**config.mk**
```make
export PLATFORM = sky130hd
export DESIGN_NAME = dinh_top
export DESIGN_NICKNAME = d
export VERILOG_FILES = /design/src/logic/dinh_pkg.sv /design/src/logic/dinh_blink_if.sv /design/src/logic/dinh_blink.sv /design/src/logic/dinh_debounce.sv /design/src/logic/dinh_top.sv
export VERILOG_INCLUDE_DIRS = /design/src /design/src/logic
export SDC_FILE = /design/constraint.sdc
export NUM_CORES = 1
export LEC_CHECK = 0
export ABC_AREA = 1
export BUFFER_PORTS_ARGS = -buffer_cell sky130_fd_sc_hd__clkbuf_2
export CAP_MARGIN = 20
export CORE_MARGIN = 4
export CORE_UTILIZATION = 25
export DETAILED_ROUTE_END_ITERATION = 6
export GPL_ROUTABILITY_DRIVEN = 0
export MAX_ROUTING_LAYER = met4
export PLACE_DENSITY_LB_ADDON = 0.2
export SYNTH_ARGS = -nofsm -noshare
export SYNTH_HDL_FRONTEND = slang
export SYNTH_HIERARCHICAL = 1
export SYNTH_SLANG_ARGS = --single-unit
```
**constraint.sdc**
```tcl
create_clock -name clk_sys -period 6.1 [get_ports clk_sys]
set_input_delay 0.305 -clock clk_sys [delete_from_list [all_inputs] [get_ports clk_sys]]
set_output_delay 0.305 -clock clk_sys [all_outputs]
set_load 0.02 [all_outputs]
```
**src/logic/dinh_defines.svh**
```systemverilog
`ifndef DINH_DEFINES_SVH
`define DINH_DEFINES_SVH

// --------
// Register offsets
// --------
`define DINH_OFF_CFG0 12'h000
`define DINH_OFF_CFG1 12'h004
`define DINH_OFF_CTRL 12'h008
`define DINH_OFF_STAT 12'h00c

// --------
// Field positions
// --------
`define DINH_CFG_FN_LSB 0
`define DINH_CFG_ACT_LSB 2
`define DINH_CFG_LATCH_BIT 5
`define DINH_CFG_FLASH_BIT 6
`define DINH_CFG_FIELD_W 8
`define DINH_CTRL_LIMIT_LSB 0
`define DINH_CTRL_STYLE_LSB 8

// --------
// Reset values and limit maximum
// --------
`define DINH_RST_CFG 32'h0000_0000
`define DINH_RST_LIMIT 7'h64
`define DINH_RST_STYLE 3'h0
`define DINH_LIMIT_MAX 7'h64

// --------
// Timing, milliseconds, and cycle counts at 50 MHz
// --------
`define DINH_CLK_HZ 50000000
`define DINH_MS_CYC (`DINH_CLK_HZ / 1000)
`define DINH_STD_ON_MS 250
`define DINH_STD_OFF_MS 500
`define DINH_STD_GAP_MS 2000
`define DINH_ALT_ON_MS 140
`define DINH_ALT_OFF_MS 400
`define DINH_ALT_GAP_MS 2400
`define DINH_DEB_MS 10
`define DINH_DEB_CYC (`DINH_DEB_MS * `DINH_MS_CYC)

// --------
// Blink codes
// --------
`define DINH_CODE_STD_INH 4'h6
`define DINH_CODE_ALT2_INH 4'h1
`define DINH_CODE_T3_INH 4'h6
`define DINH_CODE_T4_HI 4'h3
`define DINH_CODE_T4_LO 4'h1

`endif

```
**src/logic/dinh_pkg.sv**
```systemverilog
package dinh_pkg;

    // Active-state decoding choices
    typedef enum logic [2:0] {
        DINH_ACT_LOW,
        DINH_ACT_HIGH,
        DINH_ACT_OPEN,
        DINH_ACT_LOW_HIGH,
        DINH_ACT_LOW_OPEN,
        DINH_ACT_HIGH_OPEN
    } dinh_act_t;

    // Input functions handled here
    typedef enum logic [1:0] {
        DINH_FN_NONE,
        DINH_FN_CHG_INH,
        DINH_FN_SLOW,
        DINH_FN_SLOW_STOP
    } dinh_fn_t;

    // Blink styles
    typedef enum logic [2:0] {
        DINH_STY_STD,
        DINH_STY_ALT2,
        DINH_STY_T3,
        DINH_STY_T4,
        DINH_STY_ALT
    } dinh_style_t;

    // Sensed pin level
    typedef enum logic [1:0] {
        DINH_PIN_OPEN,
        DINH_PIN_DOWN,
        DINH_PIN_UP,
        DINH_PIN_MID
    } dinh_pin_t;

endpackage : dinh_pkg

```
**src/logic/dinh_blink_if.sv**
```systemverilog
`timescale 1ns/1ns
// Request from the core to the blink generator
interface dinh_blink_if;
    logic req;
    logic [2:0] style;
    logic [3:0] code_hi;
    logic [3:0] code_lo;
    logic lamp;
    modport core (output req, output style, output code_hi, output code_lo, input lamp);
    modport gen (input req, input style, input code_hi, input code_lo, output lamp);
endinterface : dinh_blink_if

```
**src/logic/dinh_blink.sv**
```systemverilog
`timescale 1ns/1ns
`include "dinh_defines.svh"
// Blink-code generator: count blinks, then pause, repeat while requested
module dinh_blink #(
    parameter int MS_CYC = `DINH_MS_CYC
) (
    input wire logic clk_sys,
    input wire logic srst,
    dinh_blink_if.gen bl
);
    typedef enum logic [2:0] {DINH_BS_IDLE, DINH_BS_ON, DINH_BS_OFF, DINH_BS_MID,
        DINH_BS_GAP} dinh_bstate_t;
    dinh_bstate_t st_r, st_nxt;
    logic [31:0] tmr_r, tmr_nxt;
    logic [3:0] cnt_r, cnt_nxt;
    logic dig_r, dig_nxt;
    logic lamp_r, lamp_nxt;
    logic alt;
    logic [31:0] on_c, off_c, gap_c;

    // Timing per style; the two basic styles differ only here
    always_comb begin
        alt = (bl.style == 3'(dinh_pkg::DINH_STY_ALT));
        on_c = 32'((alt ? `DINH_ALT_ON_MS : `DINH_STD_ON_MS) * MS_CYC);
        off_c = 32'((alt ? `DINH_ALT_OFF_MS : `DINH_STD_OFF_MS) * MS_CYC);
        gap_c = 32'((alt ? `DINH_ALT_GAP_MS : `DINH_STD_GAP_MS) * MS_CYC);
    end

    // Sequencer next state
    always_comb begin
        st_nxt = st_r;
        tmr_nxt = tmr_r;
        cnt_nxt = cnt_r;
        dig_nxt = dig_r;
        if (!bl.req) begin
            st_nxt = DINH_BS_IDLE;
        end else begin
            unique case (st_r)
                DINH_BS_IDLE: begin
                    st_nxt = DINH_BS_ON;
                    tmr_nxt = 32'h0;
                    cnt_nxt = 4'h1;
                    dig_nxt = 1'b0;
                end
                DINH_BS_ON: begin
                    tmr_nxt = tmr_r + 32'h1;
                    if (tmr_r >= on_c - 32'h1) begin
                        st_nxt = DINH_BS_OFF;
                        tmr_nxt = 32'h0;
                    end
                end
                DINH_BS_OFF: begin
                    tmr_nxt = tmr_r + 32'h1;
                    if (tmr_r >= off_c - 32'h1) begin
                        tmr_nxt = 32'h0;
                        if (cnt_r < (dig_r ? bl.code_lo : bl.code_hi)) begin
                            st_nxt = DINH_BS_ON;
                            cnt_nxt = cnt_r + 4'h1;
                        end else if (!dig_r && bl.code_lo != 4'h0) begin
                            st_nxt = DINH_BS_MID; // Digit separator
                        end else begin
                            st_nxt = DINH_BS_GAP;
                        end
                    end
                end
                DINH_BS_MID: begin
                    tmr_nxt = tmr_r + 32'h1;
                    if (tmr_r >= off_c - 32'h1) begin
                        st_nxt = DINH_BS_ON;
                        tmr_nxt = 32'h0;
                        cnt_nxt = 4'h1;
                        dig_nxt = 1'b1;
                    end
                end
                DINH_BS_GAP: begin
                    tmr_nxt = tmr_r + 32'h1;
                    if (tmr_r >= gap_c - 32'h1) begin
                        st_nxt = DINH_BS_IDLE; // Repeat the code
                    end
                end
                default: st_nxt = DINH_BS_IDLE;
            endcase
        end
        // Lamp lit for exactly the on-state cycles
        lamp_nxt = (st_nxt == DINH_BS_ON);
    end

    // Registers
    always_ff @(posedge clk_sys) begin
        if (srst) begin
            st_r <= DINH_BS_IDLE;
            tmr_r <= 32'h0;
            cnt_r <= 4'h0;
            dig_r <= 1'b0;
            lamp_r <= 1'b0;
        end else begin
            st_r <= st_nxt;
            tmr_r <= tmr_nxt;
            cnt_r <= cnt_nxt;
            dig_r <= dig_nxt;
            lamp_r <= lamp_nxt;
        end
    end

    assign bl.lamp = lamp_r;
endmodule : dinh_blink

```
**src/logic/dinh_debounce.sv**
```systemverilog
`timescale 1ns/1ns
`include "dinh_defines.svh"
// Two-stage sync plus stable-count filter for one 2-bit pin level
module dinh_debounce #(
    parameter int DEB_CYC = `DINH_DEB_CYC
) (
    input wire logic clk_sys,
    input wire logic srst,
    input wire logic [1:0] pin_raw,
    output logic [1:0] pin_clean
);
    logic [1:0] s1_r, s2_r, s1_nxt, s2_nxt, clean_r, clean_nxt;
    logic [19:0] cnt_r, cnt_nxt;

    // Filter next state
    always_comb begin
        s1_nxt = pin_raw;
        s2_nxt = s1_r;
        clean_nxt = clean_r;
        cnt_nxt = 20'h0;
        if (s2_r != clean_r) begin
            if (cnt_r >= 20'(DEB_CYC - 1)) begin
                clean_nxt = s2_r;
            end else begin
                cnt_nxt = cnt_r + 20'h1;
            end
        end
    end

    // Registers
    always_ff @(posedge clk_sys) begin
        if (srst) begin
            s1_r <= 2'h0;
            s2_r <= 2'h0;
            clean_r <= 2'h0;
            cnt_r <= 20'h0;
        end else begin
            s1_r <= s1_nxt;
            s2_r <= s2_nxt;
            clean_r <= clean_nxt;
            cnt_r <= cnt_nxt;
        end
    end

    assign pin_clean = clean_r;
endmodule : dinh_debounce

```
**src/logic/dinh_top.sv**
```systemverilog
`timescale 1ns/1ns
`include "dinh_defines.svh"

module dinh_top #(
    parameter int NPIN = 2,
    parameter int DEB_CYC = `DINH_DEB_CYC,
    parameter int MS_CYC = `DINH_MS_CYC
) (
    input wire logic clk_sys,
    input wire logic srst,
    input wire logic [NPIN*2-1:0] pin_level,
    input wire logic throttle_deflected,
    input wire logic psel,
    input wire logic penable,
    input wire logic pwrite,
    input wire logic [11:0] paddr,
    input wire logic [31:0] pwdata,
    output logic [31:0] prdata,
    output logic pready,
    output logic pslverr,
    output logic drive_inhibit,
    output logic emergency_decel,
    output logic park_brake,
    output logic normal_decel,
    output logic speed_limit_en,
    output logic [6:0] slow_limit_percent,
    output logic out_of_neutral_power_up_check,
    output logic out_of_neutral_power_up_check_fault,
    output logic status_lamp
);
    // --------
    // Declarations
    // --------
    logic [31:0] cfg_r, cfg_nxt;
    logic [6:0] limit_r, limit_nxt;
    logic [2:0] style_r, style_nxt;
    logic [31:0] prdata_r, prdata_nxt;
    logic pready_r, pready_nxt, pslverr_r, pslverr_nxt;
    logic [NPIN-1:0] act, inh_act, slow_act, latched_r, latched_nxt, flash_want;
    logic [NPIN*2-1:0] clean;
    logic hold_r, hold_nxt, fault_r, fault_nxt, check_r, check_nxt;
    logic inh_r, inh_nxt, edec_r, edec_nxt, brake_r, brake_nxt;
    logic ndec_r, ndec_nxt, slim_r, slim_nxt, lamp_r;
    logic any_inh, any_slow, prev_inh_r, inh_rise;
    logic acc;
    dinh_blink_if bl();

    // --------
    // Per-pin decode
    // --------
    genvar g;
    generate
        for (g = 0; g < NPIN; g++) begin : g_pin
            logic [7:0] f;
            dinh_pkg::dinh_pin_t lv;
            dinh_pkg::dinh_act_t ac;
            dinh_pkg::dinh_fn_t fn;
            logic up, dn, op;

            // Synchronise and filter first
            dinh_debounce #(.DEB_CYC(DEB_CYC)) u_deb (
                .clk_sys(clk_sys),
                .srst(srst),
                .pin_raw(pin_level[g*2 +: 2]),
                .pin_clean(clean[g*2 +: 2])
            );

            assign f = cfg_r[g*`DINH_CFG_FIELD_W +: `DINH_CFG_FIELD_W];
            assign lv = dinh_pkg::dinh_pin_t'(clean[g*2 +: 2]);
            assign ac = dinh_pkg::dinh_act_t'(f[`DINH_CFG_ACT_LSB +: 3]);
            assign fn = dinh_pkg::dinh_fn_t'(f[`DINH_CFG_FN_LSB +: 2]);
            assign up = (lv == dinh_pkg::DINH_PIN_UP);
            assign dn = (lv == dinh_pkg::DINH_PIN_DOWN);
            assign op = (lv == dinh_pkg::DINH_PIN_OPEN);

            // Active-state decode
            always_comb begin
                unique case (ac)
                    dinh_pkg::DINH_ACT_LOW: act[g] = dn;
                    dinh_pkg::DINH_ACT_HIGH: act[g] = up;
                    dinh_pkg::DINH_ACT_OPEN: act[g] = op;
                    dinh_pkg::DINH_ACT_LOW_HIGH: act[g] = dn | up;
                    dinh_pkg::DINH_ACT_LOW_OPEN: act[g] = dn | op;
                    dinh_pkg::DINH_ACT_HIGH_OPEN: act[g] = up | op;
                    default: act[g] = 1'b0;
                endcase
            end

            // Function dispatch
            always_comb begin
                inh_act[g] = 1'b0;
                slow_act[g] = 1'b0;
                unique case (fn)
                    dinh_pkg::DINH_FN_CHG_INH: inh_act[g] = act[g];
                    dinh_pkg::DINH_FN_SLOW: slow_act[g] = act[g];
                    dinh_pkg::DINH_FN_SLOW_STOP: begin
                        // Only high or low valid
                        if (ac == dinh_pkg::DINH_ACT_HIGH || ac == dinh_pkg::DINH_ACT_LOW) begin
                            // Full pull stops, resistor level slows
                            inh_act[g] = act[g];
                            slow_act[g] = (lv == dinh_pkg::DINH_PIN_MID);
                        end
                    end
                    default: ;
                endcase
            end

            // Latch only inhibiting functions
            assign latched_nxt[g] = latched_r[g] | (inh_act[g] & f[`DINH_CFG_LATCH_BIT]);
            // Flash request per pin
            assign flash_want[g] = f[`DINH_CFG_FLASH_BIT] &
                (latched_r[g] | (inh_act[g] & (f[`DINH_CFG_LATCH_BIT] | throttle_deflected)));
        end
    endgenerate

    // --------
    // Drive control
    // --------
    assign any_inh = |inh_act;
    assign any_slow = |slow_act;
    assign inh_rise = any_inh & ~prev_inh_r;

    // Inhibit, hold, fault next values
    always_comb begin
        // Unlatched hold until neutral
        hold_nxt = hold_r;
        if (any_inh) begin
            hold_nxt = 1'b1;
        end else if (!throttle_deflected) begin
            hold_nxt = 1'b0;
        end
        // Neutral check on inhibit, fault if still deflected
        check_nxt = inh_rise;
        fault_nxt = fault_r | (check_r & throttle_deflected & any_inh);
        inh_nxt = (|latched_r) | any_inh | hold_r | fault_r;
        // Slow limit handling
        edec_nxt = any_inh | (any_slow & (limit_r == 7'h0));
        brake_nxt = edec_nxt;
        ndec_nxt = any_slow & ~any_inh & (limit_r != 7'h0) & (limit_r < `DINH_LIMIT_MAX);
        slim_nxt = ndec_nxt;
    end

    // Drive registers; power cycle is the reset
    always_ff @(posedge clk_sys) begin
        if (srst) begin
            latched_r <= '0;
            hold_r <= 1'b0;
            check_r <= 1'b0;
            fault_r <= 1'b0;
            inh_r <= 1'b0;
            edec_r <= 1'b0;
            brake_r <= 1'b0;
            ndec_r <= 1'b0;
            slim_r <= 1'b0;
            prev_inh_r <= 1'b0;
            lamp_r <= 1'b0;
        end else begin
            latched_r <= latched_nxt;
            hold_r <= hold_nxt;
            check_r <= check_nxt;
            fault_r <= fault_nxt;
            inh_r <= inh_nxt;
            edec_r <= edec_nxt;
            brake_r <= brake_nxt;
            ndec_r <= ndec_nxt;
            slim_r <= slim_nxt;
            prev_inh_r <= any_inh;
            lamp_r <= bl.lamp;
        end
    end

    // --------
    // Blink request
    // --------
    // Code per style
    always_comb begin
        bl.req = (|flash_want) | fault_r;
        bl.style = style_r;
        bl.code_lo = 4'h0;
        unique case (dinh_pkg::dinh_style_t'(style_r))
            dinh_pkg::DINH_STY_ALT2: bl.code_hi = `DINH_CODE_ALT2_INH;
            dinh_pkg::DINH_STY_T3: bl.code_hi = `DINH_CODE_T3_INH;
            dinh_pkg::DINH_STY_T4: begin
                bl.code_hi = `DINH_CODE_T4_HI;
                bl.code_lo = `DINH_CODE_T4_LO;
            end
            default: bl.code_hi = `DINH_CODE_STD_INH;
        endcase
    end

    dinh_blink #(.MS_CYC(MS_CYC)) u_blink (
        .clk_sys(clk_sys),
        .srst(srst),
        .bl(bl)
    );

    // --------
    // APB slave, one wait state
    // --------
    assign acc = psel & penable & ~pready_r;

    // Register next values
    always_comb begin
        cfg_nxt = cfg_r;
        limit_nxt = limit_r;
        style_nxt = style_r;
        prdata_nxt = prdata_r;
        pready_nxt = acc;
        pslverr_nxt = 1'b0;
        if (acc) begin
            prdata_nxt = 32'h0;
            unique case (paddr)
                `DINH_OFF_CFG0: begin
                    if (pwrite) cfg_nxt = pwdata;
                    prdata_nxt = cfg_r;
                end
                `DINH_OFF_CTRL: begin
                    if (pwrite) begin
                        limit_nxt = (pwdata[6:0] > `DINH_LIMIT_MAX) ? `DINH_LIMIT_MAX : pwdata[6:0];
                        style_nxt = (pwdata[10:8] > 3'h4) ? `DINH_RST_STYLE : pwdata[10:8];
                    end
                    prdata_nxt = {21'h0, style_r, 1'b0, limit_r};
                end
                `DINH_OFF_STAT: begin
                    prdata_nxt = {16'h0, 2'h0, latched_r, 2'h0, act,
                        2'h0, fault_r, hold_r, inh_r, edec_r, ndec_r, lamp_r};
                    pslverr_nxt = pwrite;
                end
                default: pslverr_nxt = 1'b1;
            endcase
        end
    end

    // Bus registers
    always_ff @(posedge clk_sys) begin
        if (srst) begin
            cfg_r <= `DINH_RST_CFG;
            limit_r <= `DINH_RST_LIMIT;
            style_r <= `DINH_RST_STYLE;
            prdata_r <= 32'h0;
            pready_r <= 1'b0;
            pslverr_r <= 1'b0;
        end else begin
            cfg_r <= cfg_nxt;
            limit_r <= limit_nxt;
            style_r <= style_nxt;
            prdata_r <= prdata_nxt;
            pready_r <= pready_nxt;
            pslverr_r <= pslverr_nxt;
        end
    end

    // Outputs straight from flip-flops
    assign prdata = prdata_r;
    assign pready = pready_r;
    assign pslverr = pslverr_r;
    assign drive_inhibit = inh_r;
    assign emergency_decel = edec_r;
    assign park_brake = brake_r;
    assign normal_decel = ndec_r;
    assign speed_limit_en = slim_r;
    assign slow_limit_percent = limit_r;
    assign out_of_neutral_power_up_check = check_r;
    assign out_of_neutral_power_up_check_fault = fault_r;
    assign status_lamp = lamp_r;
endmodule : dinh_top

```
=== After elaboration in Yosys (flattened, before gate mapping) ===
Cells that the tools add are included.

* Bitwise gates (word level): 39
* Reductions and logical operators: 32
* Eq/ne operators: 38
* Shift operators: 0
* Magnitude comparators: 9
* Multiplexer cells: 39
* Div/mod/pow operators: 0
* $mul: 3
* Add/sub/neg operators: 7

{| class="wikitable"
|+ Operators by type and width
! kind !! count
|-
| one-hot mux 32 bit (4 select lines) || 1
|-
| greater-or-equal comparator 32 bit || 3
|-
| multiplier 32 x 13 -> 28 bit (second input constant) || 3
|-
| one-hot mux 32 bit (3 select lines) || 1
|-
| subtractor 32 x 1 -> 32 bit (second input constant) || 3
|-
| 2-to-1 mux 32 bit || 2
|-
| adder 20 x 1 -> 20 bit (second input constant) || 2
|-
| greater-or-equal comparator 20 x 19 -> 1 bit (second input constant) || 2
|-
| adder 32 x 1 -> 32 bit (second input constant) || 1
|-
| 2-to-1 mux 3 bit || 9
|-
| == test 12 x 4 -> 1 bit (second input constant) || 2
|-
| == test 3 x 2 -> 1 bit (second input constant) || 7
|-
| 2-to-1 mux 7 bit || 3
|-
| == test 3 bit (second input constant) || 6
|-
| OR 1 bit || 18
|-
| == test 2 bit (second input constant) || 8
|-
| AND 1 bit || 15
|-
| == test 3 x 1 -> 1 bit (second input constant) || 5
|-
| one-hot mux 3 bit (5 select lines) || 1
|-
| OR reduction 2 bit || 7
|-
| logical NOT 12 bit || 1
|-
| 2-to-1 mux 12 bit || 1
|-
| 2-to-1 mux 4 bit || 3
|-
| one-hot mux 1 bit (2 select lines) || 6
|-
| other kinds (27) || 57
|}

* Bits in writable memories: 0
* Word-level logic and storage cells: 195
* Memory bits (read-only): 0
* Register bits: 179
* Memories: 0
* Latch bits: 0

=== Longest topological paths before layout ===
Gate-level depths: netlist (run 1).

* Depth after elaboration: 12
* Gate-level depth with buffers: 18
* Mapped depth without buffers: 17

=== Hierarchy ===
Netlist (run 1), hierarchy kept.

{| class="wikitable"
|+ Modules (own cells, without submodules)
! module !! seq. area each (um^2) !! cells each !! instances !! area each (um^2)
|-
| dinh_top || 1721.7 || 521 || 1 || 3811.2
|-
| dinh_blink || 820.8 || 580 || 1 || 3689.8
|-
| dinh_debounce || 520.5 || 167 || 2 || 1301.2
|}

=== Worst setup path before layout (run 1) ===
Ideal clock, no wire load.

* Path kind: reg-to-reg
* Start point: register style_r[1] (netlist: bl.style[1])
* End point: register u_blink.tmr_r[10]
* Library setup time: 0.067 ns
* Cell stages (with the launch flop): 14
* Arrival: 2.190 ns
* Data required time: 6.033 ns
* Clock period less this slack: 2.257 ns
* Setup slack: 3.843 ns
* Cells stage by stage: dfxtp_1 > nor2_1 > nand2_1 > inv_1 > ha_1 > a21oi_1 > o21a_1 > nand2_1 > nor2_1 > nand3_2 > nand3_4 > buf_6 > nand3_2 > a21oi_2

* Cells in the longest elaborated chain, start to end: 7

{| class="wikitable"
|+ Ends and longest elaborated chain
! item !! line !! text
|-
| start: declaration || dinh_top.sv:36 || <nowiki>logic [2:0] style_r, style_nxt;</nowiki>
|-
| start signal: assignment || dinh_top.sv:239 || <nowiki>style_r <= `DINH_RST_STYLE;</nowiki>
|-
| start signal: assignment || dinh_top.sv:246 || <nowiki>style_r <= style_nxt;</nowiki>
|-
| == test 3 bit (*) || dinh_blink.sv:23 || <nowiki>alt = (bl.style == 3'(dinh_pkg::DINH_STY_ALT));</nowiki>
|-
| 2-to-1 mux 7 bit (no line) || - ||
|-
| multiplier 32 x 13 -> 28 bit (on tied branches) || dinh_blink.sv:25, dinh_blink.sv:24 ||
|-
| subtractor 32 x 1 -> 32 bit (on tied branches) || dinh_blink.sv:54, dinh_blink.sv:68, dinh_blink.sv:47 ||
|-
| greater-or-equal comparator 32 bit (on tied branches) || dinh_blink.sv:54, dinh_blink.sv:68, dinh_blink.sv:47 ||
|-
| 2-to-1 mux 32 bit (on tied branches) || dinh_blink.sv:54, dinh_blink.sv:68, dinh_blink.sv:47 ||
|-
| one-hot mux 32 bit (4 select lines) (*) || dinh_blink.sv:38 || <nowiki>unique case (st_r)</nowiki>
|-
| end signal: assignment || dinh_blink.sv:98 || <nowiki>tmr_r <= tmr_nxt;</nowiki>
|-
| end: declaration || dinh_blink.sv:14 || <nowiki>logic [31:0] tmr_r, tmr_nxt;</nowiki>
|}

Every way passes the cells marked *; elsewhere a longest branch is shown, timed or not.
A chain may end at the register's enable or synchronous reset.

=== Worst setup path after layout (run 1) ===
* Start point: register cfg_r[10]
* End point: register u_blink.tmr_r[5]

* Cells in the longest elaborated chain, start to end: 10

{| class="wikitable"
|+ Ends and longest elaborated chain
! item !! line !! text
|-
| start: declaration || dinh_top.sv:34 || <nowiki>logic [31:0] cfg_r, cfg_nxt;</nowiki>
|-
| start signal: assignment || dinh_top.sv:237 || <nowiki>cfg_r <= `DINH_RST_CFG;</nowiki>
|-
| start signal: assignment || dinh_top.sv:244 || <nowiki>cfg_r <= cfg_nxt;</nowiki>
|-
| == test 3 bit, or another cell as far along || dinh_top.sv:78 || <nowiki>unique case (ac)</nowiki>
|-
| one-hot mux 1 bit (6 select lines) or logical OR 1 bit (tied branches) || dinh_top.sv:78, dinh_top.sv:98 ||
|-
| 2-to-1 mux 1 bit || dinh_top.sv:98 || <nowiki>if (ac == dinh_pkg::DINH_ACT_HIGH || ac == dinh_pkg::DINH_ACT_LOW) begin</nowiki>
|-
| one-hot mux 1 bit (2 select lines) (*) || dinh_top.sv:93 || <nowiki>unique case (fn)</nowiki>
|-
| AND 1 bit (*) || dinh_top.sv:112 || <nowiki>(latched_r[g] | (inh_act[g] & (f[`DINH_CFG_LATCH_BIT] | throttle_deflected)));</nowiki>
|-
| OR 1 bit (*) || dinh_top.sv:112 ||
|-
| AND 1 bit (*) || dinh_top.sv:111 || <nowiki>assign flash_want[g] = f[`DINH_CFG_FLASH_BIT] &</nowiki>
|-
| OR reduction 2 bit (*) || dinh_top.sv:177 || <nowiki>bl.req = (|flash_want) | fault_r;</nowiki>
|-
| OR 1 bit (*) || dinh_top.sv:177 ||
|-
| net bl.req || dinh_blink_if.sv:4 || <nowiki>logic req;</nowiki>
|-
| AND reduction 2 bit (no line) (*) || - ||
|}

Mark *: on every way through the listed nets, which the timed path passes. The rest lies on a longest branch.

==> results.md, run 1 <==
* Worst VDD drop at 0.186 mV
* Vias in the first global route at 8790
* Relative slew slack at 0.442
* Mapped Area at 10100 µm²
* CTS sink count at 179
* Clock network power share at 0.473
* DRC at 1
* Ports at 103
* Top FF cell, synth: dfxtp_1
* Insertion delay to the later sink of the worst-skew pair at 0.45 ns
* Wire per inst at 14.2 µm
* Crit path launch: cfg_r[10]
* Setup TNS at 0 ns
* Via Count at 9154
* First-pass GRT wire length at 47200 µm
* Most frequent cell after synthesis: nand2_1
* Initial core utilization at 0.254
* Final WL at 29200 µm
* Port Buf Inserts at 102
* Via density per instance at 4.45
* Initial DRC count at 563
* Final setup fails at 0
* Comb pwr share at 0.049
* Internal cell power at 1.90 mW
* Startpoint class of the critical path: flop
* Filler Cell Count at 4471
* DIE AREA at 43700 µm²
* Reg power frac at 0.478
* P_sw at 593 µW
* Sw frac at 0.238
* Initial antenna violation count at 2
* Drt first pass iters at 7
* Core footprint at 39800 µm²
* Gr ovfl total at 0
* Leakage power at 4.52 nW
* Actual slew at the worst max-slew pin at 0.835 ns
* Yosys top cell by area: dfxtp_1
* Die width at 209 µm
* CP Class: reg2reg
* Total track usage at 0.137
* Syn_area_per_cell at 7.04 µm²
* Synth async-reset ratio at 0
* Site row count at 73
* Die H at 209 µm
* Worst Hold Class: in2reg
* Synth top area cells: dfxtp_1, nand2_1, nor2_1
* Yosys top cell area share at 0.355
* Hold Crit Start: pin_level[0]
* Synth top cells by count: nand2_1, dfxtp_1, nor2_1
* R2r startpoint: cfg_r[10]
* Final period util at 0.549
* Hold slack at 0.0640 ns
* CP endpoint kind: flop
* Final Hold Fails at 0
* Post-synthesis sequential area ratio at 0.355
* Synth-to-layout area growth at 15.4%
* #FFs+latches synth at 179
* Worst clock skew at 0.0111 ns
* DRT antenna net count at 0
* Maximum clock rate at 299 MHz
* Post-CTS resize count at 0
* Post-CTS Setup Inserts at 0
* Clock Pin Slew Worst Setup and Hold Paths at 0.07 ns
* DP HPWL at 21900 µm
* Pin count of the biggest net entering global routing at 51
* Final nets at 1597
* Share of post-route cells with drive strength above 1 at 0.184
* Post-Syn Instances at 1435
* CTS max path bufs at 2
* CTS tree: done
* CTS buffer count at 17
* Max FO, Critical Path at 37
* Synth unique cells at 49
* Min cycle time layout at 3.35 ns
* WP data arrival at 3.72 ns
* RSZ-0062 raised after global routing: no
* Required @ worst endpoint at 6.47 ns
* Violated checks: design-rule violations
* Max-Cap Viols at 0
* Max Slew Vio Count at 0
* H-tree Lvls at 4
* Hold Buf Count CTS at 0
* Pwr Density at 214 nW/µm²
* Number of synthesized flops with an enable pin at 0
* Syn. warnings at 6
* Root buf cell: clkbuf_16
* Status: finished with violations
[layer usage]
layer  GRT usage  share of wire  up-vias
li1            -              -     4773
met1       0.186           0.50     4218
met2       0.206           0.44      139
met3      0.0302          0.041       24
met4      0.0362          0.017        0
met5           -              0        -
[metrics by stage]
step                power [mW]  setup WS, ns  utilization  instances  area (µm²)
global route              2.60          2.36        0.293       2055       11700
global placement          1.34          2.60        0.277       2020       11000
finish                    2.49          2.75        0.293       2055       11700
detailed placement        1.34          2.50        0.277       2020       11000
CTS                       2.53          2.46        0.292       2052       11600
floorplan                 1.29          3.84            -       1441       10100
[flip-flops by register name, summed over array words and instances (netlist names), 2 cells and up]
register and flops:
cfg_r 32, bl.style 3, g_pin.u_deb/pin_clean 4, u_blink/st_r 3, prdata 32, latched_r 2
g_pin.u_deb/s1_r 4, g_pin.u_deb/s2_r 4, u_blink/tmr_r 32, u_blink/cnt_r 4, slow_limit_percent 7, g_pin.u_deb/cnt_r 40
[worst paths after layout]
kind	slack (ns)	endpoint	cells after the start
max	2.75	u_blink/tmr_r[5]	16
min reg2reg	0.39	out_of_neutral_power_up_check	1
min	0.06	g_pin[0].u_deb/s1_r[0]	3
max reg2reg	2.75	u_blink/tmr_r[5]	16
[cell usage in the layout (no fill, tap or decap), types with 17 or more instances in the layout]
master     synthesis  layout
a21oi_1          109     109
xor2_1            41      41
nand4_1           23      23
nand3_2           28      28
inv_2             20      20
dfxtp_1          179     179
ha_1              28      28
clkbuf_16          0      17
nor2_2            32      32
nand2_1          343     343
nand3_1          102     102
inv_1            132     132
nor2_1           149     149
nor3_1            34      34
clkbuf_2           0     101
o21ai_0           50      50
[cells by family after synthesis]
family                   Yosys count  synth area share
adder cells (fa/ha/maj)           28            0.0347
flip-flops                       179             0.355
multiplexers                       3           0.00297
AO/OA/AOI/OAI                    194             0.108
XOR/XNOR                          54            0.0468
AND/OR/NAND/NOR                  766             0.363
other                              3           0.00111
buffers and inverters            208            0.0884
[layout make-up]
cell class | instances | area (µm²) | area share
clock buffer | 21 | 470 | 0.0404
timing repair buffer | 107 | 554 | 0.0476
sequential | 179 | 3580 | 0.307
tap | 525 | 657 | 0.0564
antenna | 2 | 5.00 | 0.000429
inverter | 156 | 586 | 0.0502
multi-input combinational | 1054 | 5650 | 0.485
clock inverter | 11 | 151 | 0.0130
[worst max-delay path: stages (launching register included)]
cell and delay [ns]:
dfxtp_1 0.41, inv_1 0.09, o21ai_0 0.16, nand2_1 0.07, nor2_1 0.22, nand2_1 0.15, o21ai_0 0.17, nand2_1 0.07
nand2_1 0.14, inv_1 0.09, a21oi_4 0.23, inv_2 0.31, nor2_2 0.53, buf_6 0.25, and3_1 0.17, nand2_1 0.05
a21oi_1 0.13
[power groups by stage]
stage / Clock [mW] / Sequential, mW / Combinational, mW
floorplan: 0 / 1.23 / 0.0610
global placement: 0 / 1.22 / 0.123
detailed placement: 0 / 1.22 / 0.123
CTS: 1.22 / 1.19 / 0.124
global route: 1.27 / 1.19 / 0.135
finish: 1.18 / 1.19 / 0.122
Power figures use the tool's default switching activity.
==> run 2, diff against run 1 <==
==> constraint.sdc (replaced) <==
create_clock -name clk_sys -period 3.4 [get_ports clk_sys]
set_input_delay 0.17 -clock clk_sys [delete_from_list [all_inputs] [get_ports clk_sys]]
set_output_delay 0.17 -clock clk_sys [all_outputs]
set_load 0.02 [all_outputs]
==> results.md, run 2 (synthesized netlist as in run 1, its figures left out) <==
* Wire per inst at 14.1 µm (-0.36%)
* Total track usage at 0.139 (+0.00200)
* Pwr Density at 366 nW/µm² (+71%)
* Final WL at 29500 µm (+1.1%)
* Synth-to-layout area growth at 17.8%
* Core footprint at 39800 µm² (unchanged)
* Worst VDD drop at 0.324 mV (+74%)
* Final setup fails at 0 (unchanged)
* RSZ-0062 raised after global routing: no
* Initial core utilization at 0.254 (unchanged)
* Setup TNS at 0 ns (unchanged)
* DIE AREA at 43700 µm² (unchanged)
* Max-Cap Viols at 0 (unchanged)
* Pin count of the biggest net entering global routing at 50 (-2.0%)
* WP data arrival at 3.32 ns (-0.40 ns)
* DRT antenna net count at 0 (unchanged)
* Startpoint class of the critical path: flop
* Max reg flops at 40 (unchanged)
* Die width at 209 µm (unchanged)
* Die H at 209 µm (unchanged)
* Post-CTS Setup Inserts at 0 (unchanged)
* Final Hold Fails at 0 (unchanged)
* CTS tree: done
* Top reg by flops: g_pin.u_deb/cnt_r
* DRC at 0 (-1)
* Vias in the first global route at 8947 (+1.8%)
* CTS sink count at 179 (unchanged)
* Clock Pin Slew Worst Setup and Hold Paths at 0.07 ns (about the same)
* H-tree Lvls at 4 (unchanged)
* Gr ovfl total at 0 (unchanged)
* Ports at 103 (unchanged)
* Required @ worst endpoint at 3.77 ns (-2.70 ns)
* Hold slack at 0.0303 ns (-0.0336 ns)
* Insertion delay to the later sink of the worst-skew pair at 0.45 ns (about the same)
* DP HPWL at 22000 µm (+0.66%)
* Via density per instance at 4.46 (+0.23%)
* Worst clock skew at 0.0143 ns (+0.00320 ns)
* First-pass GRT wire length at 48200 µm (+2.0%)
* Initial antenna violation count at 1 (-1)
* Site row count at 73 (unchanged)
* CTS max path bufs at 2 (unchanged)
* Final nets at 1629 (+2.0%)
* Post-CTS resize count at 0 (unchanged)
* CTS buffer count at 17 (unchanged)
* Port Buf Inserts at 102 (unchanged)
* Drt first pass iters at 7 (unchanged)
* CP Class: reg2reg
* Via Count at 9313 (+1.7%)
* Min cycle time layout at 2.95 ns (-0.396 ns)
* Actual slew at the worst max-slew pin at 0.861 ns (+0.0263 ns)
* Commonest non-fill, non-tap cell in the layout: nand2_1
* Max Slew Vio Count at 0 (unchanged)
* Leakage power at 4.63 nW (+2.5%)
* Initial DRC count at 555 (-1.4%)
* Maximum clock rate at 339 MHz (+13%)
* CP endpoint kind: flop
* Max FO, Critical Path at 20 (-46%)
* Most frequent cells in the layout: nand2_1, dfxtp_1, nor2_1
* Worst Hold Class: in2reg
* Relative slew slack at 0.425 (-0.0168)
* Root buf cell: clkbuf_16
* Hold Buf Count CTS at 27 (+27)
* Share of post-route cells with drive strength above 1 at 0.183 (-0.000567)
* Final period util at 0.868 (+0.319)
* Status: completed
-- run 2: cell count changes in the layout (fill, tap and decap cells not counted) --
cell and change:
buf_6 -1, dlygate4sd3_1 +27, diode_2 -1, bufinv_16 -2, clkbuf_8 -2, inv_6 +4, buf_4 +6
-- run 2: stage by stage --
step	total power [mW]	std cells	instance area (µm²)	worst slack (ns)	utilization
final	4.36	2086	11900	0.450	0.299
after global placement	2.41	2026	11100	0.635	0.278
after detailed placement	2.41	2026	11100	0.506	0.278
after floorplan	2.31	1441	10100	1.14	-
after global routing	4.53	2086	11900	0.129	0.299
after CTS	4.44	2085	11900	0.492	0.299
-- run 2: where the power goes --
group	switching (mW)	leakage, nW	total (mW)	internal, mW
registers	0.0172	1.45	2.14	2.12
logic	0.157	2.91	0.245	0.0886
clock network	0.932	0.279	1.97	1.04
total	1.11	4.63	4.36	3.25
-- run 2: layout make-up --
type	instances	area, µm²
fill	4405	27900
multi-input combinational	1054	5650
sequential	179	3580
timing repair buffer	139	858
tap	525	657
inverter	156	586
clock buffer	19	443
clock inverter	13	126
antenna	1	2.50
-- run 2: worst max-delay path: stages (launching register included) --
cell and delay (ns):
dfxtp_1 0.40, inv_1 0.09, o21ai_0 0.16, nand2_1 0.07, nor2_1 0.31, nand2_1 0.15, o21ai_0 0.17, nand2_1 0.07
nand2_1 0.15, inv_1 0.09, a21oi_4 0.23, inv_2 0.18, nor2_2 0.11, buf_4 0.29, and3_1 0.21, nand2_1 0.05
a21oi_1 0.13
-- run 2: path summary, 6_finish.rpt --
check,startpoint,to,slack [ns],cells after the start
worst max register to register,cfg_r[10],u_blink/tmr_r[5],0.45,16
worst max-delay path,cfg_r[10],u_blink/tmr_r[5],0.45,16
worst min-delay path,pwdata[11],cfg_r[11],0.03,3
worst min register to register,prev_inh_r,out_of_neutral_power_up_check,0.39,1
-- run 2: layer usage --
| layer | share of wire | up-vias | routed length [µm] | track usage |
|---|---|---|---|---|
| met1 | 0.50 | 4306 | 14700 | 0.194 |
| met2 | 0.45 | 158 | 13400 | 0.211 |
| met4 | 0.0095 | 0 | 280 | 0.0293 |
| li1 | - | 4829 | - | - |
| met3 | 0.036 | 20 | 1050 | 0.0246 |
| met5 | 0 | - | 0 | - |
==> run 3, diff against run 2 <==
--- a/config.mk
+++ b/config.mk
@@ -11,9 +11,9 @@
 export CAP_MARGIN = 20
 export CORE_MARGIN = 4
 export CORE_UTILIZATION = 25
+export CTS_BUF_LIST = sky130_fd_sc_hd__clkbuf_4
 export DETAILED_ROUTE_END_ITERATION = 6
 export GPL_ROUTABILITY_DRIVEN = 0
-export MAX_ROUTING_LAYER = met4
 export PLACE_DENSITY_LB_ADDON = 0.2
 export SYNTH_ARGS = -nofsm -noshare
 export SYNTH_HDL_FRONTEND = slang
==> results.md, run 3 (synthesized netlist as in run 1, its figures left out) <==
* Synth-to-layout area growth at 16.3%
* H-tree Lvls at 4 (unchanged)
* Ports at 103 (unchanged)
* Initial DRC count at 620 (+12%)
* Leakage power at 4.56 nW (-1.5%)
* Top reg by flops: g_pin.u_deb/cnt_r
* Final setup fails at 0 (unchanged)
* CP endpoint kind: flop
* Core footprint at 39800 µm² (unchanged)
* Sw frac at 0.279 (+0.0251)
* Post-CTS Setup Inserts at 0 (unchanged)
* Worst VDD drop at 0.167 mV (-48%)
* Final WL at 29400 µm (-0.20%)
* CTS buffer count at 17 (unchanged)
* Via density per instance at 4.45 (-0.23%)
* Final period util at 0.875 (+0.00762)
* Area occupied by multi-input gates at 5650 µm² (unchanged)
* Filler Cell Count at 4437 (+0.73%)
* Insertion delay to the later sink of the worst-skew pair at 0.63 ns (+0.18 ns)
* Relative slew slack at 0.442 (+0.0169)
* Max Slew Vio Count at 0 (unchanged)
* First-pass GRT wire length at 48200 µm (about the same)
* Status: completed
* Max FO, Critical Path at 20 (unchanged)
* Worst Hold Class: in2reg
* CTS max path bufs at 2 (unchanged)
* CTS sink count at 179 (unchanged)
* Die width at 209 µm (unchanged)
* Post-CTS resize count at 0 (unchanged)
* Share of post-route cells with drive strength above 1 at 0.182 (-0.00163)
* Pwr Density at 307 nW/µm² (-16%)
* Internal cell power at 2.60 mW (-20%)
* Port Buf Inserts at 102 (unchanged)
* Final Hold Fails at 0 (unchanged)
* Worst clock skew at 0.0301 ns (+0.0157 ns)
* Vias in the first global route at 9000 (+0.59%)
* Root buf cell: clkbuf_4
* Gr ovfl total at 0 (unchanged)
* RSZ-0062 raised after global routing: no
* Clock network power share at 0.336 (-0.117)
* Hold slack at 0.0781 ns (+0.0478 ns)
* Site row count at 73 (unchanged)
* WP data arrival at 3.53 ns (+0.21 ns)
* Die H at 209 µm (unchanged)
* Pin count of the biggest net entering global routing at 50 (unchanged)
* DIE AREA at 43700 µm² (unchanged)
* Via Count at 9367 (+0.58%)
* Clock Pin Slew Worst Setup and Hold Paths at 0.17 ns (+0.10 ns)
* Startpoint class of the critical path: flop
* Drt first pass iters at 5 (-2)
* Maximum clock rate at 336 MHz (-0.87%)
* Comb pwr share at 0.071 (+0.015)
* Register Area at 3580 µm² (unchanged)
* P_sw at 1.01 mW (-8.9%)
* Reg power frac at 0.593 (+0.102)
* Commonest non-fill, non-tap cell in the layout: nand2_1
* CTS tree: done
* Total track usage at 0.135 (-0.00392)
* Required @ worst endpoint at 3.95 ns (+0.18 ns)
* Max reg flops at 40 (unchanged)
* Final nets at 1643 (+0.86%)
* Initial core utilization at 0.254 (unchanged)
* DRC at 0 (unchanged)
* Max-Cap Viols at 0 (unchanged)
* Most frequent cells in the layout: nand2_1, dfxtp_1, nor2_1
* DRT antenna net count at 0 (unchanged)
* Min cycle time layout at 2.98 ns (+0.0259 ns)
* Wire per inst at 14.0 µm (-1.0%)
* Initial antenna violation count at 4 (+3)
* Actual slew at the worst max-slew pin at 0.836 ns (-0.0252 ns)
* DP HPWL at 22000 µm (unchanged)
* CP Class: reg2reg
* Setup TNS at 0 ns (unchanged)
[run 3: repair_timing]
| action | CTS | global route |
|---|---|---|
| hold endpoints to repair | 52 | 0 |
| hold buffers | 41 | 0 |
| setup endpoints to repair | 0 | 0 |
[run 3: area by class of cell]
cell class                      instances  share of cell area
Antenna cell                            4            0.000852
Clock buffer                           18              0.0115
Clock inverter                         14              0.0111
Inverter                              156              0.0498
Multi-Input combinational cell       1054               0.481
Sequential cell                       179               0.305
Tap cell                              525              0.0559
Timing Repair Buffer                  153              0.0850
[run 3: worst paths after layout]
path / start / end / slack [ns] / cells after the start
max reg2reg: cfg_r[10] / u_blink/tmr_r[5] / 0.42 / 16
min reg2reg: prev_inh_r / out_of_neutral_power_up_check / 0.40 / 1
min: paddr[3] / slow_limit_percent[4] / 0.08 / 5
max: cfg_r[10] / u_blink/tmr_r[5] / 0.42 / 16
[run 3: per-layer routing]
metal	vias up	share of wire	GRT usage
met5	-	0.00024	0
met4	2	0.012	0.0320
met1	4313	0.50	0.191
met3	21	0.035	0.0239
li1	4871	-	-
met2	160	0.46	0.213
[run 3: metrics by stage]
stage / std cells / utilization / power [mW] / setup WS [ns] / area [µm²]
after global routing: 2101 / 0.295 / 3.79 / 0.0874 / 11700
after global placement: 2026 / 0.278 / 2.41 / 0.635 / 11100
after CTS: 2099 / 0.295 / 3.70 / 0.458 / 11700
after detailed placement: 2026 / 0.278 / 2.41 / 0.506 / 11100
after floorplan: 1441 / - / 2.31 / 1.14 / 10100
final: 2103 / 0.295 / 3.61 / 0.424 / 11700
[run 3: power groups by stage]
stage	Clock, mW	Combinational (mW)	Sequential [mW]
after floorplan	0	0.109	2.20
after global placement	0	0.224	2.19
after detailed placement	0	0.223	2.19
after CTS	1.29	0.262	2.14
after global routing	1.36	0.285	2.15
final	1.21	0.258	2.14
[run 3: worst max-delay path: stages (launching register included)]
cell	delay [ns]
dfxtp_1	0.43
inv_1	0.09
o21ai_0	0.16
nand2_1	0.07
nor2_1	0.31
nand2_1	0.15
o21ai_0	0.17
nand2_1	0.07
nand2_1	0.15
inv_1	0.09
a21oi_4	0.23
inv_2	0.18
nor2_2	0.11
buf_4	0.29
and3_1	0.21
nand2_1	0.05
a21oi_1	0.13
